==> config.mk <==
export PLATFORM = sky130hd
export DESIGN_NAME = tmw_timer
export DESIGN_NICKNAME = d
export VERILOG_FILES = /design/src/tmw_timer.v
export VERILOG_INCLUDE_DIRS = /design/src /design/src/inc
export SDC_FILE = /design/constraint.sdc
export NUM_CORES = 1
export LEC_CHECK = 0
export ABC_AREA = 1
export BUFFER_PORTS_ARGS = -buffer_cell sky130_fd_sc_hd__buf_2
export CAP_MARGIN = 30
export CORE_UTILIZATION = 30
export DETAILED_ROUTE_END_ITERATION = 8
export PLACE_DENSITY = 0.47
export RECOVER_POWER = 100
export SYNTH_ARGS = -nofsm -noshare
export SYNTH_HDL_FRONTEND = slang
export SYNTH_SLANG_ARGS = --single-unit
==> constraint.sdc <==
create_clock -name clock -period 4.2 [get_ports clock]
set_input_delay 0.84 -clock clock [delete_from_list [all_inputs] [get_ports clock]]
set_output_delay 0.84 -clock clock [all_outputs]
set_load 0.05 [all_outputs]
==> src/inc/tmw_regs.vh <==
// Register map, field positions and constants of the 8-bit waveform timer.
// Assumes byte-wide registers on a simple strobe port.
`ifndef TMW_REGS_VH
`define TMW_REGS_VH
`define TMW_ADDR_CTRL_A 8'hb0
`define TMW_ADDR_CTRL_B 8'hb1
`define TMW_ADDR_COUNT 8'hb2
`define TMW_ADDR_CMP_A 8'hb3
`define TMW_ADDR_CMP_B 8'hb4
`define TMW_ADDR_SRC 8'hb6
`define TMW_ADDR_FLAGS 8'hb7
`define TMW_ADDR_MASK 8'hb8
`define TMW_CTRL_A_RESET 8'h00
`define TMW_CTRL_B_RESET 8'h00
`define TMW_COUNT_RESET 8'h00
`define TMW_CTRL_A_MASK 8'hf3
`define TMW_CTRL_B_MASK 8'h0f
`define TMW_FOC_A_BIT 7
`define TMW_FOC_B_BIT 6
`define TMW_WGM_HIGH_BIT 3
`define TMW_ASYNC_BIT 5
`define TMW_FLAG_OVF 0
`define TMW_FLAG_CMPA 1
`define TMW_FLAG_CMPB 2
`define TMW_MAX 8'hff
`define TMW_BOTTOM 8'h00
`define TMW_DIV_8 10'h007
`define TMW_DIV_32 10'h01f
`define TMW_DIV_64 10'h03f
`define TMW_DIV_128 10'h07f
`define TMW_DIV_256 10'h0ff
`define TMW_DIV_1024 10'h3ff
`endif

==> src/tmw_timer.v <==
// 8-bit timer/counter with waveform modes, two compare outputs and flags.
// Assumes a single-cycle strobe register port and a free running clock.
// What this block does
// - Phase-correct output B: 00 off, 01 reserved, 10/11 up/down set-clear.
// - Phase-correct B at TOP with action bit1: ignore match, act at TOP.
// - Control A bits 3:2 and control B bits 5:4 read as zero.
// - Three-bit waveform mode picks sequence, TOP and waveform; 4,6 reserved.
// - Mode 0: TOP 0xff, immediate compare update, overflow at MAX.
// - Mode 2: TOP is compare A, immediate update, overflow at MAX.
// - Modes 1,5 phase-correct: TOP 0xff or A, load at TOP, flag at BOTTOM.
// - Modes 3,7 fast PWM: load at BOTTOM; flag at MAX or TOP.
// - Force bits in non-PWM modes strike an immediate compare event.
// - Forced compare sets no flag and never clears the counter.
// - Force bits are write-only strobes reading zero.
// - Clock select: stop, undivided, or divide by 8..1024.
// - Counter register gives direct read and write of the count.
// - A counter write blocks compare matches on the next timer tick.
// - Non-PWM output action 01 toggle, 10 clear, 11 set on match.
// - Source clock is the main clock, or the oscillator pin if selected.
`timescale 1ns/1ps
`default_nettype none
`include "tmw_regs.vh"
module tmw_timer (
   input wire clock,
   input wire reset,
   input wire [7:0] address,
   input wire [7:0] write_data,
   input wire write_strobe,
   input wire read_strobe,
   output reg [7:0] read_data,
   input wire oscillator_input_pin,
   output reg compare_output_a,
   output reg compare_output_b,
   output wire output_a_enable,
   output wire output_b_enable,
   output wire interrupt
);
   reg [7:0] ctrl_a_reg;
   reg [7:0] ctrl_b_reg;
   reg [7:0] count_reg;
   reg [7:0] cmp_a_reg;
   reg [7:0] cmp_b_reg;
   reg [7:0] cmp_a_buf_reg;
   reg [7:0] cmp_b_buf_reg;
   reg async_reg;
   reg [2:0] flags_reg;
   reg [2:0] mask_reg;
   reg down_reg;
   reg block_reg;
   reg [9:0] pre_reg;
   reg [2:0] osc_sync_reg;
   wire [2:0] mode;
   wire [1:0] act_a;
   wire [1:0] act_b;
   wire wr_ctrl_a;
   wire wr_ctrl_b;
   wire wr_count;
   wire wr_src;
   wire wr_mask;
   wire wr_cmp_a;
   wire wr_cmp_b;
   wire wr_flags;
   wire src_tick;
   reg tick;
   reg [7:0] top;
   reg is_pwm;
   reg is_phase;
   reg is_fast;
   wire match_a;
   wire match_b;
   wire at_top;
   wire at_bottom;
   reg ovf_event;
   reg [7:0] count_next;
   reg down_next;
   reg out_a_next;
   reg out_b_next;
   wire force_a;
   wire force_b;

   // Output action on a compare match, selected by the waveform class
   function act_match;
      input [1:0] act;
      input cur;
      input pwm;
      input fast;
      input down;
      begin
         if (!pwm) begin
            case (act)
               2'b01: act_match = ~cur;
               2'b10: act_match = 1'b0;
               2'b11: act_match = 1'b1;
               default: act_match = cur;
            endcase
         end else if (act[1]) begin
            if (fast)
               act_match = act[0];
            else
               act_match = act[0] ^ down;
         end else begin
            act_match = cur;
         end
      end
   endfunction

   // Prescaler tap per clock select; the divider free-runs, so the
   // first tick after a select change may come early
   function presc_due;
      input [2:0] sel;
      input [9:0] pre;
      begin
         case (sel)
            3'd0: presc_due = 1'b0;
            3'd1: presc_due = 1'b1;
            3'd2: presc_due = (pre & `TMW_DIV_8) == `TMW_DIV_8;
            3'd3: presc_due = (pre & `TMW_DIV_32) == `TMW_DIV_32;
            3'd4: presc_due = (pre & `TMW_DIV_64) == `TMW_DIV_64;
            3'd5: presc_due = (pre & `TMW_DIV_128) == `TMW_DIV_128;
            3'd6: presc_due = (pre & `TMW_DIV_256) == `TMW_DIV_256;
            default: presc_due = pre == `TMW_DIV_1024;
         endcase
      end
   endfunction

   // One address compare shared by every register write
   function reg_hit;
      input strobe;
      input [7:0] addr;
      input [7:0] target;
      begin
         reg_hit = strobe && addr == target;
      end
   endfunction

   assign mode = {ctrl_b_reg[`TMW_WGM_HIGH_BIT], ctrl_a_reg[1:0]};
   assign act_a = ctrl_a_reg[7:6];
   assign act_b = ctrl_a_reg[5:4];
   assign wr_ctrl_a = reg_hit(write_strobe, address, `TMW_ADDR_CTRL_A);
   assign wr_ctrl_b = reg_hit(write_strobe, address, `TMW_ADDR_CTRL_B);
   assign wr_count = reg_hit(write_strobe, address, `TMW_ADDR_COUNT);
   assign wr_src = reg_hit(write_strobe, address, `TMW_ADDR_SRC);
   assign wr_mask = reg_hit(write_strobe, address, `TMW_ADDR_MASK);
   assign wr_cmp_a = reg_hit(write_strobe, address, `TMW_ADDR_CMP_A);
   assign wr_cmp_b = reg_hit(write_strobe, address, `TMW_ADDR_CMP_B);
   assign wr_flags = reg_hit(write_strobe, address, `TMW_ADDR_FLAGS);
   assign output_a_enable = ~(act_a != 2'b00);
   assign output_b_enable = ~(act_b != 2'b00);
   assign interrupt = |(flags_reg & mask_reg);

   // Oscillator pin is synchronised; its rising edge is one source tick
   assign src_tick = async_reg ? (osc_sync_reg[1] & ~osc_sync_reg[2])
                               : 1'b1;

   always @* begin
      tick = src_tick && presc_due(ctrl_b_reg[2:0], pre_reg);
   end

   always @* begin
      is_pwm = 1'b0;
      is_phase = 1'b0;
      is_fast = 1'b0;
      top = `TMW_MAX;
      case (mode)
         3'd1: begin
            is_pwm = 1'b1;
            is_phase = 1'b1;
         end
         3'd2: top = cmp_a_reg;
         3'd3: begin
            is_pwm = 1'b1;
            is_fast = 1'b1;
         end
         3'd5: begin
            is_pwm = 1'b1;
            is_phase = 1'b1;
            top = cmp_a_reg;
         end
         3'd7: begin
            is_pwm = 1'b1;
            is_fast = 1'b1;
            top = cmp_a_reg;
         end
         default: top = `TMW_MAX;
      endcase
   end

   assign at_top = count_reg == top;
   assign at_bottom = count_reg == `TMW_BOTTOM;
   // Matches are blocked on the tick after a counter write
   assign match_a = tick && !block_reg && count_reg == cmp_a_reg;
   // At TOP in phase-correct the match is replaced by the TOP action
   assign match_b = tick && !block_reg && count_reg == cmp_b_reg
                    && !(is_phase && act_b[1] && cmp_b_reg == top);
   assign force_a = wr_ctrl_b && write_data[`TMW_FOC_A_BIT] && !is_pwm;
   assign force_b = wr_ctrl_b && write_data[`TMW_FOC_B_BIT] && !is_pwm;

   always @* begin
      count_next = count_reg + 8'h01;
      down_next = down_reg;
      ovf_event = 1'b0;
      if (is_phase) begin
         if (down_reg) begin
            count_next = count_reg - 8'h01;
            if (at_bottom) begin
               count_next = count_reg + 8'h01;
               down_next = 1'b0;
               ovf_event = 1'b1;
            end
         end else if (at_top) begin
            count_next = count_reg - 8'h01;
            down_next = 1'b1;
         end
      end else begin
         if (at_top)
            count_next = `TMW_BOTTOM;
         ovf_event = is_fast && mode[2] ? at_top
                                        : count_reg == `TMW_MAX;
      end
   end

   always @* begin
      out_a_next = compare_output_a;
      out_b_next = compare_output_b;
      if (tick) begin
         if (match_a)
            out_a_next = act_match(act_a, compare_output_a, is_pwm,
                                   is_fast, down_reg);
         if (match_b)
            out_b_next = act_match(act_b, compare_output_b, is_pwm,
                                   is_fast, down_reg);
         // Fast PWM restores both outputs at BOTTOM; only A skips it when its match fired
         if (is_fast && at_top && act_a[1] && !match_a)
            out_a_next = ~act_a[0];
         if (is_fast && at_top && act_b[1])
            out_b_next = ~act_b[0];
         // Phase-correct B equal to TOP acts at TOP instead
         if (is_phase && act_b[1] && cmp_b_reg == top && at_top)
            out_b_next = act_b[0];
      end
      if (force_a)
         out_a_next = act_match(act_a, compare_output_a, 1'b0, 1'b0, 1'b0);
      if (force_b)
         out_b_next = act_match(act_b, compare_output_b, 1'b0, 1'b0, 1'b0);
   end

   always @(posedge clock or posedge reset) begin
      if (reset) begin
         ctrl_a_reg <= `TMW_CTRL_A_RESET;
         ctrl_b_reg <= `TMW_CTRL_B_RESET;
         async_reg <= 1'b0;
         mask_reg <= 3'h0;
      end else begin
         if (wr_ctrl_a)
            ctrl_a_reg <= write_data & `TMW_CTRL_A_MASK;
         // Force bits are masked off here so they never read back
         if (wr_ctrl_b)
            ctrl_b_reg <= write_data & `TMW_CTRL_B_MASK;
         if (wr_src)
            async_reg <= write_data[`TMW_ASYNC_BIT];
         if (wr_mask)
            mask_reg <= write_data[2:0];
      end
   end

   always @(posedge clock or posedge reset) begin
      if (reset) begin
         cmp_a_reg <= 8'h00;
         cmp_b_reg <= 8'h00;
         cmp_a_buf_reg <= 8'h00;
         cmp_b_buf_reg <= 8'h00;
      end else begin
         if (wr_cmp_a)
            cmp_a_buf_reg <= write_data;
         if (wr_cmp_b)
            cmp_b_buf_reg <= write_data;
         // Buffered compare values load per mode; non-PWM loads at once
         if (!is_pwm) begin
            cmp_a_reg <= cmp_a_buf_reg;
            cmp_b_reg <= cmp_b_buf_reg;
         end else if (tick && ((is_phase && at_top) ||
                               (is_fast && at_top))) begin
            cmp_a_reg <= cmp_a_buf_reg;
            cmp_b_reg <= cmp_b_buf_reg;
         end
      end
   end

   // Only true matches and overflow set flags; set beats clear
   always @(posedge clock or posedge reset) begin
      if (reset)
         flags_reg <= 3'h0;
      else
         flags_reg <= (flags_reg & ~(wr_flags ? write_data[2:0] : 3'h0))
                      | {match_b, match_a, tick && ovf_event};
   end

   always @(posedge clock or posedge reset) begin
      if (reset) begin
         count_reg <= `TMW_COUNT_RESET;
         down_reg <= 1'b0;
         block_reg <= 1'b0;
         pre_reg <= 10'h000;
         osc_sync_reg <= 3'h0;
         compare_output_a <= 1'b0;
         compare_output_b <= 1'b0;
      end else begin
         osc_sync_reg <= {osc_sync_reg[1:0], oscillator_input_pin};
         if (src_tick)
            pre_reg <= pre_reg + 10'h001;
         compare_output_a <= out_a_next;
         compare_output_b <= out_b_next;
         // A count write wins over a tick in the same cycle
         if (wr_count) begin
            count_reg <= write_data;
            block_reg <= 1'b1;
         end else if (tick) begin
            count_reg <= count_next;
            down_reg <= down_next;
            block_reg <= 1'b0;
         end
         if (!is_phase)
            down_reg <= 1'b0;
      end
   end

   always @(posedge clock or posedge reset) begin
      if (reset)
         read_data <= 8'h00;
      else if (read_strobe) begin
         case (address)
            `TMW_ADDR_CTRL_A: read_data <= ctrl_a_reg;
            `TMW_ADDR_CTRL_B: read_data <= ctrl_b_reg;
            `TMW_ADDR_COUNT: read_data <= count_reg;
            `TMW_ADDR_CMP_A: read_data <= cmp_a_buf_reg;
            `TMW_ADDR_CMP_B: read_data <= cmp_b_buf_reg;
            `TMW_ADDR_SRC: read_data <= {2'b00, async_reg, 5'h00};
            `TMW_ADDR_FLAGS: read_data <= {5'h00, flags_reg};
            `TMW_ADDR_MASK: read_data <= {5'h00, mask_reg};
            default: read_data <= 8'h00;
         endcase
      end else
         read_data <= 8'h00;
   end
endmodule // tmw_timer
`default_nettype wire

==> results of run 1 <==
power by group:
group	leakage (nW)	total (mW)	internal [mW]	switching, mW
combinational	1.34	0.604	0.215	0.389
clock	0.144	0.779	0.413	0.366
sequential	1.10	0.988	0.876	0.112
metal layers:
metal / GRT usage, % / routed length [um] / vias up
met5: 0 / 0 / -
met4: 9.07 / 422 / 0
met3: 2.96 / 844 / 27
met2: 31.7 / 6910 / 144
met1: 25.2 / 6620 / 1993
li1: - / - / 2146
kinds of logic after synthesis:
family / share of synthesized area (%)
XOR/XNOR: 5.69
adder cells (fa/ha/maj): 1.57
flip-flops: 43.0
multiplexers: 0.472
buffers and inverters: 8.57
AO/OA/AOI/OAI: 14.3
AND/OR/NAND/NOR: 26.4
layout make-up:
cell class,instances,area [um2]
Fill cell,1621,9980
Multi-Input combinational cell,455,2290
Sequential cell,82,2050
Inverter,85,320
Tap cell,211,264
Clock buffer,9,225
Timing Repair Buffer,38,178
Clock inverter,7,62.6
worst max path at each step:
stage | depth (start not counted) | slack [ns] | endpoint
final | 13 | 1.02 | cmp_a_reg[2]
after global routing | 12 | 0.62 | cmp_a_reg[7]
after CTS | 12 | 1.45 | cmp_a_reg[2]
after detailed placement | 12 | 1.13 | compare_output_b
after global placement | 11 | 1.15 | compare_output_b
after floorplan | 1 | 1.25 | async_reg
cell usage in the layout (no fill, tap or decap), types with 9 or more instances in the layout:
master       n
a21oi_1     14
inv_1       82
nor3_1      10
o21ai_0     64
nand3_1     39
clkbuf_1    16
buf_2       19
nand2_1    194
nor2_1      40
xor2_1      27
clkbuf_16    9
dfrtp_1     82
metrics by stage:
stage                     hold WS [ns]  worst slack [ns]  total power [mW]  instances  instance area (um2)
after global routing             0.356             0.617              2.51        887                 5390
after detailed placement         0.337              1.13              1.61        871                 5150
after floorplan                  0.331              1.25              1.42        638                 4770
after global placement           0.337              1.15              1.60        871                 5150
final                            0.351              1.02              2.37        887                 5390
after CTS                        0.354              1.45              2.40        887                 5440
worst max-delay path: stages, from the launching register on:
cell and delay, ns:
dfrtp_1 0.49, inv_1 0.28, nand3_2 0.11, nand2_1 0.55, nand2_1 0.14, nand2_1 0.10
nand2_1 0.07, inv_1 0.06, nand2_1 0.05, nor2_1 0.23, nand2_4 0.15, o21ai_4 0.60
nand2_1 0.15, o21ai_0 0.11
==> impl_results.md, run 1 <==
- Status: finished, violations left
- Failing checks: max-capacitance violations, max-slew violations
- Area contributors post-synth: dfrtp_1 43%, nand2_1 15%, inv_1 6.4%, o21ai_0 5.2%, xor2_1 5.0%
- CTS Hold Buffers Added: 0
- Final TNS setup: 0 ns
- Clk Latency, worst-skew pair: 0.35 ns
- H-tree levels: 3
- Hold Crit Start: osc_sync_reg[0]
- Row cnt: 45
- Tightest Pin Transition: around 1.5 ns
- Crit. End Element: register
- DRC viols: 0
- Grt ovf: 0
- WL per Instance: approximately 17 um
- PD cells: roughly 440 nW/um2
- Maximum clock rate: 314 MHz
- Reg2Reg Depth: 13
- Post-cts resize count: 0
- Hold WC Path Type: reg -> reg
- Post-synth EDFFs: 0
- Minimum clock period: between 3 and 4 ns
- Detail Route Antenna Nets: 0
- Fin crit share: 75.7%
- Setup crit start: ctrl_a_reg[0]
- CTS Buf Count: 9
- CP max FO: 32
- PortBufs: 33
- Layout cells sized above 1: 7.25%
- Mapped Area: 4770 um2
- Critical path startpoint category: register
- Synth Register Bits: 82
- Initial Utilization: a little under a third
- CTS tree: built
- First drt pass iteration count: 4
- Dominant synthesized flop cell: dfrtp_1
- Root Driver: clkbuf_16
- Post-detail-place hpwl: roughly 11000 um
- Initial DRC Count: 284
- Nets: around 700
- Crit path arrival time: 3.45 ns
- Distinct cells, synth: 42
- Diode count: 0
- GR Util All Layers: 19.4%
- CTS max path bufs: 2
- RSZ-0062 raised after global routing: no
- Share of the synthesized area in the top cell type: a little over two fifths
- Mean post-synth cell area: 7.48 um2
- Vias in the first global route: 4225
- Post-synth ARST share: 100%
- Count leader, synth: nand2_1
- Routed vias/inst: 4.86
- Terminus of the critical flop-to-flop path: cmp_a_reg[2]
- Post-CTS Setup Bufs: 0
- Die area: 16400 um2
- Launch point of the worst reg-to-reg path: ctrl_a_reg[0]
- Io pins: 34
- Post-synth top cells: 193 x nand2_1, 82 x dfrtp_1, 82 x inv_1, 50 x o21ai_0
- First-pass GRT wire length: roughly 24000 um
- Core area: 15400 um2
- # Max-Cap Violations: 1
- Post-Syn Nets: between 600 and 700
- Die Span X: 128 um
- # setup viols final: 0
- Area growth from synthesis to layout: 12.9%
- Max transition margin: -3.14%
- Critical path class: reg -> reg
- Leak: 2.58 nW
- Die Y: 128 um
- Largest net degree at the start of global routing: 35
- Final core occ: approximately a third
- Initial antenna violation count: 0
- Clk pin slew, worst setup/hold paths: 0.07 ns
- Mapped Cells: 638
- Hold Crit Depth: 0
- CP required: 4.47 ns
- Sink of the worst hold path: osc_sync_reg[1]
- Endpoints failing hold: 0
- RePlAce Congestion: 0.961
- Final Skew: 0.00658 ns
- Routed wire length: roughly 15000 um
- Count of warnings emitted by yosys: 0
- Slew Viols, Final: 35
- CTS sink count: 82
- Max VDD drop: around 190 uV
- Sequential share of the synthesized area: 43.0%
- Max reg flops: 10
- Reg2Reg Setup Slack: 1.02 ns
- Routed vias: around 4300
- Most area-hungry cell type in the Yosys netlist: dfrtp_1
Power figures use the tool's default switching activity.
==> run 2, diff against run 1 <==
--- a/config.mk
+++ b/config.mk
@@ -11,7 +11,7 @@
 export CAP_MARGIN = 30
 export CORE_UTILIZATION = 30
 export DETAILED_ROUTE_END_ITERATION = 8
-export PLACE_DENSITY = 0.47
+export PLACE_DENSITY = 0.49
 export RECOVER_POWER = 100
 export SYNTH_ARGS = -nofsm -noshare
 export SYNTH_HDL_FRONTEND = slang
==> constraint.sdc (replaced) <==
create_clock -name clock -period 2.8 [get_ports clock]
set_input_delay 0.56 -clock clock [delete_from_list [all_inputs] [get_ports clock]]
set_output_delay 0.56 -clock clock [all_outputs]
set_load 0.05 [all_outputs]
==> run 2 against run 1 <==
Net effect: the run still ends with max-capacitance violations, max-slew violations left; cell area is 0.51% higher; hold slack worse by 0.033 ns; cell count is 0.23% higher; sequential power is 53% higher; clock power is 57% higher; via count is 2.7% higher; total power is 52% higher; worst setup slack worse by 0.68 ns; wire length is 0.20% lower; die area stayed put; largest power group unchanged; highest routed layer unchanged.
==> impl_results.md, run 2 (synthesis gave the netlist of run 1 again) <==
- Status: finished, violations left
- Failing checks: max-capacitance violations, max-slew violations
- Clk pin slew, worst setup/hold paths: 0.06 ns (about the same)
- Nets: 701 (+0.43%)
- Tightest Pin Transition: 1.74 ns (+0.204 ns)
- First drt pass iteration count: 4 (unchanged)
- Maximum clock rate: 406 MHz (+29%)
- Place WS: 0.231 ns (-0.899 ns)
- CP Buf/Inv Count: 2 (unchanged)
- Crit path arrival time: 2.73 ns (-0.72 ns)
- Critical path startpoint category: register
- Layout cells sized above 1: 7.82% (+0.57 points)
- # Max-Cap Violations: 1 (unchanged)
- Detail Route Antenna Nets: 0 (unchanged)
- Initial DRC Count: 309 (+8.8%)
- Max reg flops: 10 (unchanged)
- GR Util All Layers: 19.5% (+0.072 points)
- Most frequent cells in the layout: 194 x nand2_1, 82 x dfrtp_1, 81 x inv_1, 63 x o21ai_0, 40 x nand3_1
- CTS Buf Count: 9 (unchanged)
- Post-placement cell count: 874 (+0.34%)
- Hold WC Path Type: in -> reg
- Max transition margin: -16.8% (-14 points)
- H-tree levels: 3 (unchanged)
- Critical-path cell list: inv_2 > nand3_1 > nand2_4 > nand3_1 > nand2_1 > nand2_1 > nor2_2 > nand2_4 > o21ai_1 > buf_4 > nand2_1 > o21ai_0
- Die Span X: 128 um (unchanged)
- Area growth from synthesis to layout: 13.5%
- Post-CTS Setup Bufs: 0 (unchanged)
- Fin crit share: 87.9% (+12 points)
- Leak: 2.60 nW (+0.66%)
- Diode count: 0 (unchanged)
- RePlAce Congestion: 0.831 (-14%)
- CTS max path bufs: 2 (unchanged)
- DRC viols: 0 (unchanged)
- CP max FO: 32 (unchanged)
- Routed vias: 4428 (+2.7%)
- Reg2Reg Setup Slack: 0.34 ns (-0.68 ns)
- PortBufs: 33 (unchanged)
- Row cnt: 45 (unchanged)
- Vias in the first global route: 4345 (+2.8%)
- WL per Instance: 16.6 um (-0.43%)
- Crit. End Element: register
- First-pass GRT wire length: 24100 um (+1.5%)
- Post-route insts no fill: 889 (+0.23%)
- WHS: 0.318 ns (-0.0327 ns)
- Final Skew: 0.00864 ns (+0.00206 ns)
- Most common cell after layout, fill and taps aside: nand2_1
- Final TNS setup: 0 ns (unchanged)
- PD cells: 666 nW/um2 (+51%)
- Routed vias/inst: 4.98 (+2.5%)
- RSZ-0062 raised after global routing: no
- Critical path class: reg -> reg
- Sink of the worst hold path: osc_sync_reg[0]
- Launch point of the worst reg-to-reg path: ctrl_a_reg[0]
- Post-cts resize count: 0 (unchanged)
- Routed wire length: 14800 um (-0.20%)
- CTS sink count: 82 (unchanged)
- Hold Crit Start: oscillator_input_pin
- Root Driver: clkbuf_16
- CTS Hold Buffers Added: 0 (unchanged)
- Die Y: 128 um (unchanged)
- Reg2Reg Depth: 12 (-1)
- Slowest library cell on the worst path: dfrtp_1
- Die area: 16400 um2 (unchanged)
- Worst path depth: 12 (-1)
- PnR worst setup slack: 0.339 ns (-0.679 ns)
- Core area: 15400 um2 (unchanged)
- Max VDD drop: 373 uV (+96%)
- Post-detail-place hpwl: 11100 um (-0.76%)
- CP required: 3.07 ns (-1.40 ns)
- Largest net degree at the start of global routing: 46 (+31%)
- CTS tree: built
- Clk Latency, worst-skew pair: 0.35 ns (about the same)
- Grt ovf: 0 (unchanged)
- Hold Crit Depth: 1 (+1)
- Slew Viols, Final: 39 (+11%)
- Io pins: 34 (unchanged)
- CP delay by family, top: simple AND/OR/NAND/NOR gates
- Initial Utilization: 31.1% (unchanged)
- Initial antenna violation count: 0 (unchanged)
- # setup viols final: 0 (unchanged)
- Largest stage delay on the critical path: 0.46 ns (-0.14 ns)
- Terminus of the critical flop-to-flop path: cmp_b_reg[1]
- Endpoints failing hold: 0 (unchanged)
- CP dominant cell by count: nand2_1
- Minimum clock period: 2.46 ns (-0.721 ns)
-- run 2: changes by cell type in the layout (fill, tap and decap cells not counted), moves of 2 or more --
| cell | delta |
|---|---|
| o21ai_1 | +2 |
| clkinv_4 | -2 |
| buf_4 | +2 |
| inv_8 | -2 |
-- run 2: final cells by class --
cell class / instances / area [um2]
Fill cell: 1623 / 9950
Multi-Input combinational cell: 455 / 2290
Sequential cell: 82 / 2050
Inverter: 85 / 320
Tap cell: 211 / 264
Clock buffer: 9 / 225
Timing Repair Buffer: 41 / 201
Clock inverter: 6 / 66.3
-- run 2: stage by stage --
step                      instance area, um2  utilization [%]  power [mW]
after floorplan                         4770                -        2.13
after CTS                               5480             35.6        3.63
after global routing                    5420             35.2        3.82
after detailed placement                5190             33.7        2.41
final                                   5420             35.2        3.61
after global placement                  5190             33.7        2.39
-- run 2: worst register-to-register path: cells and delay by family (launching register included) --
family / cells / cell delay (ns)
AOI/OAI and AO/OA: 2 / 0.24
buffers and inverters: 2 / 0.52
and+or+nand+nor: 8 / 1.18
DFF: 1 / 0.46
-- run 2: worst max-delay path by stage --
stage | slack (ns) | end | from
3_3_place_gp | 0.27 | cmp_b_reg[1] | ctrl_a_reg[0]
3_5_place_dp | 0.23 | cmp_b_reg[1] | ctrl_a_reg[0]
4_1_cts | 0.22 | cmp_b_reg[1] | ctrl_a_reg[0]
2_1_floorplan | 0.13 | async_reg | reset
6_report | 0.34 | cmp_b_reg[1] | ctrl_a_reg[0]
5_1_grt | 0.06 | cmp_b_reg[7] | ctrl_a_reg[0]
-- run 2: routing by layer --
metal,routed length (um),GRT usage [%]
met1,6980,25.9
met2,7000,31.8
met3,550,2.88
met4,240,7.61
met5,0,0
-- run 2: where the power goes --
part	total [mW]	switching, mW	internal (mW)
Clock	1.22	0.526	0.691
Sequential	1.51	0.193	1.31
Combinational	0.882	0.556	0.327
Total	3.61	1.27	2.33
==> run 3, diff against run 2 <==
--- a/config.mk
+++ b/config.mk
@@ -7,11 +7,11 @@
 export NUM_CORES = 1
 export LEC_CHECK = 0
 export ABC_AREA = 1
-export BUFFER_PORTS_ARGS = -buffer_cell sky130_fd_sc_hd__buf_2
 export CAP_MARGIN = 30
 export CORE_UTILIZATION = 30
 export DETAILED_ROUTE_END_ITERATION = 8
-export PLACE_DENSITY = 0.49
+export DONT_BUFFER_PORTS = 1
+export PLACE_DENSITY = 0.47
 export RECOVER_POWER = 100
 export SYNTH_ARGS = -nofsm -noshare
 export SYNTH_HDL_FRONTEND = slang
==> run 3 against run 2 <==
Net effect: the run now ends clean; global-route usage down 0.23 points; sequential power about the same; first-iteration DRC count up 20%; critical path type unchanged; combinational power down 2.5%; sequential share of layout area up 0.72 points; non-clock buffer count down 29.
==> impl_results.md, run 3 (synthesis gave the netlist of run 1 again) <==
- Reg2Reg Depth: 13 (+1)
- Row cnt: 45 (unchanged)
- Root Driver: clkbuf_16
- # Max-Cap Violations: 0 (-1)
- Hold WC Path Type: in -> reg
- Largest net degree at the start of global routing: 73 (+59%)
- Hold Crit Start: oscillator_input_pin
- CTS max path bufs: 2 (unchanged)
- Most frequent cells in the layout: 193 x nand2_1, 82 x dfrtp_1, 81 x inv_1, 64 x o21ai_0
- Nets: 672 (-4.1%)
- Post-placement cell count: 844 (-3.4%)
- Minimum clock period: 2.44 ns (-0.0251 ns)
- Reg2Reg Setup Slack: 0.36 ns (+0.03 ns)
- Post-CTS Setup Bufs: 0 (unchanged)
- Diode count: 0 (unchanged)
- Slew Viols, Final: 0 (-100%)
- Most common cell after layout, fill and taps aside: nand2_1
- CTS sink count: 82 (unchanged)
- Final TNS setup: 0 ns (unchanged)
- CTS Buf Count: 9 (unchanged)
- Slowest library cell on the worst path: dfrtp_1
- Leak: 2.52 nW (-3.0%)
- Launch point of the worst reg-to-reg path: ctrl_a_reg[0]
- DRC viols: 0 (unchanged)
- Crit. End Element: register
- PD cells: 672 nW/um2 (+0.99%)
- Io pins: 34 (unchanged)
- Fin crit share: 87.0% (-0.90 points)
- Endpoints failing hold: 0 (unchanged)
- Maximum clock rate: 411 MHz (+1.0%)
- First-pass GRT wire length: 23600 um (-2.0%)
- Critical path class: reg -> reg
- Clk Latency, worst-skew pair: 0.35 ns (about the same)
- Initial antenna violation count: 0 (unchanged)
- RePlAce Congestion: 0.822 (-1.1%)
- Die Y: 128 um (unchanged)
- Max reg flops: 10 (unchanged)
- Largest stage delay on the critical path: 0.53 ns (+0.07 ns)
- Max transition margin: 30.4% (+47 points)
- Initial Utilization: 31.1% (unchanged)
- Die Span X: 128 um (unchanged)
- Vias in the first global route: 4219 (-2.9%)
- Post-route insts no fill: 861 (-3.1%)
- Clk pin slew, worst setup/hold paths: 0.06 ns (about the same)
- Layout cells sized above 1: 5.69% (-2.1 points)
- Final Skew: 0.00926 ns (+0.000619 ns)
- WL per Instance: 17.1 um (+2.8%)
- CP required: 3.07 ns (about the same)
- PortBufs: 0 (-100%)
- Routed wire length: 14700 um (-0.40%)
- Area growth from synthesis to layout: 11.4%
- Routed vias: 4285 (-3.2%)
- Critical-path cell list: inv_2 > nand3_2 > nand2_4 > nand2_1 > nand2_1 > nand2_1 > nand2_1 > nor2_2 > nand2_4 > o21ai_4 > buf_4 > nand2_1 > o21ai_0
- Post-detail-place hpwl: 10900 um (-1.8%)
- First drt pass iteration count: 5 (+1)
- RSZ-0062 raised after global routing: no
- Initial DRC Count: 372 (+20%)
- Grt ovf: 0 (unchanged)
- Terminus of the critical flop-to-flop path: cmp_b_reg[1]
- Max VDD drop: 260 uV (-30%)
- CTS tree: built
- Status: completed
- Routed vias/inst: 4.98 (about the same)
- Sink of the worst hold path: osc_sync_reg[0]
- # setup viols final: 0 (unchanged)
- Final core occ: 34.6% (-0.66 points)
- GR Util All Layers: 19.2% (-0.23 points)
- CP max FO: 32 (unchanged)
- Core area: 15400 um2 (unchanged)
- Crit path arrival time: 2.70 ns (-0.03 ns)
- Critical path startpoint category: register
- CP dominant cell by count: nand2_1
- Hold Crit Depth: 0 (-1)
- H-tree levels: 3 (unchanged)
- Tightest Pin Transition: 1.04 ns (-0.698 ns)
- Die area: 16400 um2 (unchanged)
- Detail Route Antenna Nets: 0 (unchanged)
[run 3: area by class of cell]
type                       count  area (um2)
fill                        1615       10100
multi-input combinational    455        2310
sequential                    82        2050
inverter                      85         320
tap                          211         264
clock buffer                  10         229
timing repair buffer          12        77.6
clock inverter                 6        66.3
[run 3: through the flow]
stage / setup slack [ns] / power [mW] / cell area [um2] / hold slack (ns)
after detailed placement: 0.232 / 2.38 / 5040 / 0.335
after global placement: 0.244 / 2.38 / 5040 / 0.334
after global routing: 0.0915 / 3.77 / 5320 / 0.227
after CTS: 0.214 / 3.60 / 5350 / 0.232
after floorplan: 0.132 / 2.13 / 4770 / 0.331
final: 0.364 / 3.58 / 5320 / 0.240
[run 3: worst max path at each step]
stage             startpoint            to  slack, ns  depth (start not counted)
3_3_place_gp   ctrl_a_reg[0]  cmp_b_reg[2]       0.24                         13
4_1_cts        ctrl_a_reg[0]  cmp_b_reg[2]       0.21                         13
3_5_place_dp   ctrl_a_reg[0]  cmp_b_reg[2]       0.23                         13
2_1_floorplan          reset     async_reg       0.13                          1
5_1_grt        ctrl_a_reg[0]  cmp_b_reg[2]       0.09                         14
6_report       ctrl_a_reg[0]  cmp_b_reg[1]       0.36                         13
[run 3: worst max-delay path, delay by kind of cell, from the launching register on]
family          cells  cell delay (ns)
flops               1             0.53
buf+inv             2             0.50
compound gates      2             0.22
simple gates        9             1.09
[run 3: repair_timing]
action / 4_1_cts / 5_1_grt
setup endpoints to repair: 0 / 14
endpoints found under the hold margin: 10 / 0
hold buffers: 1 / 0
resized for setup: 0 / 1
[run 3: per-layer routing]
layer	up-vias	GRT usage, %	wire, um
met2	129	31.1	6960
li1	2083	-	-
met5	-	0	0
met4	0	7.61	405
met1	2045	25.5	6710
met3	28	3.34	638
[run 3: report_power, final]
group	total, mW	switching, mW	internal [mW]
Clock	1.21	0.518	0.695
Sequential	1.50	0.188	1.31
Combinational	0.860	0.544	0.316
Total	3.58	1.25	2.33
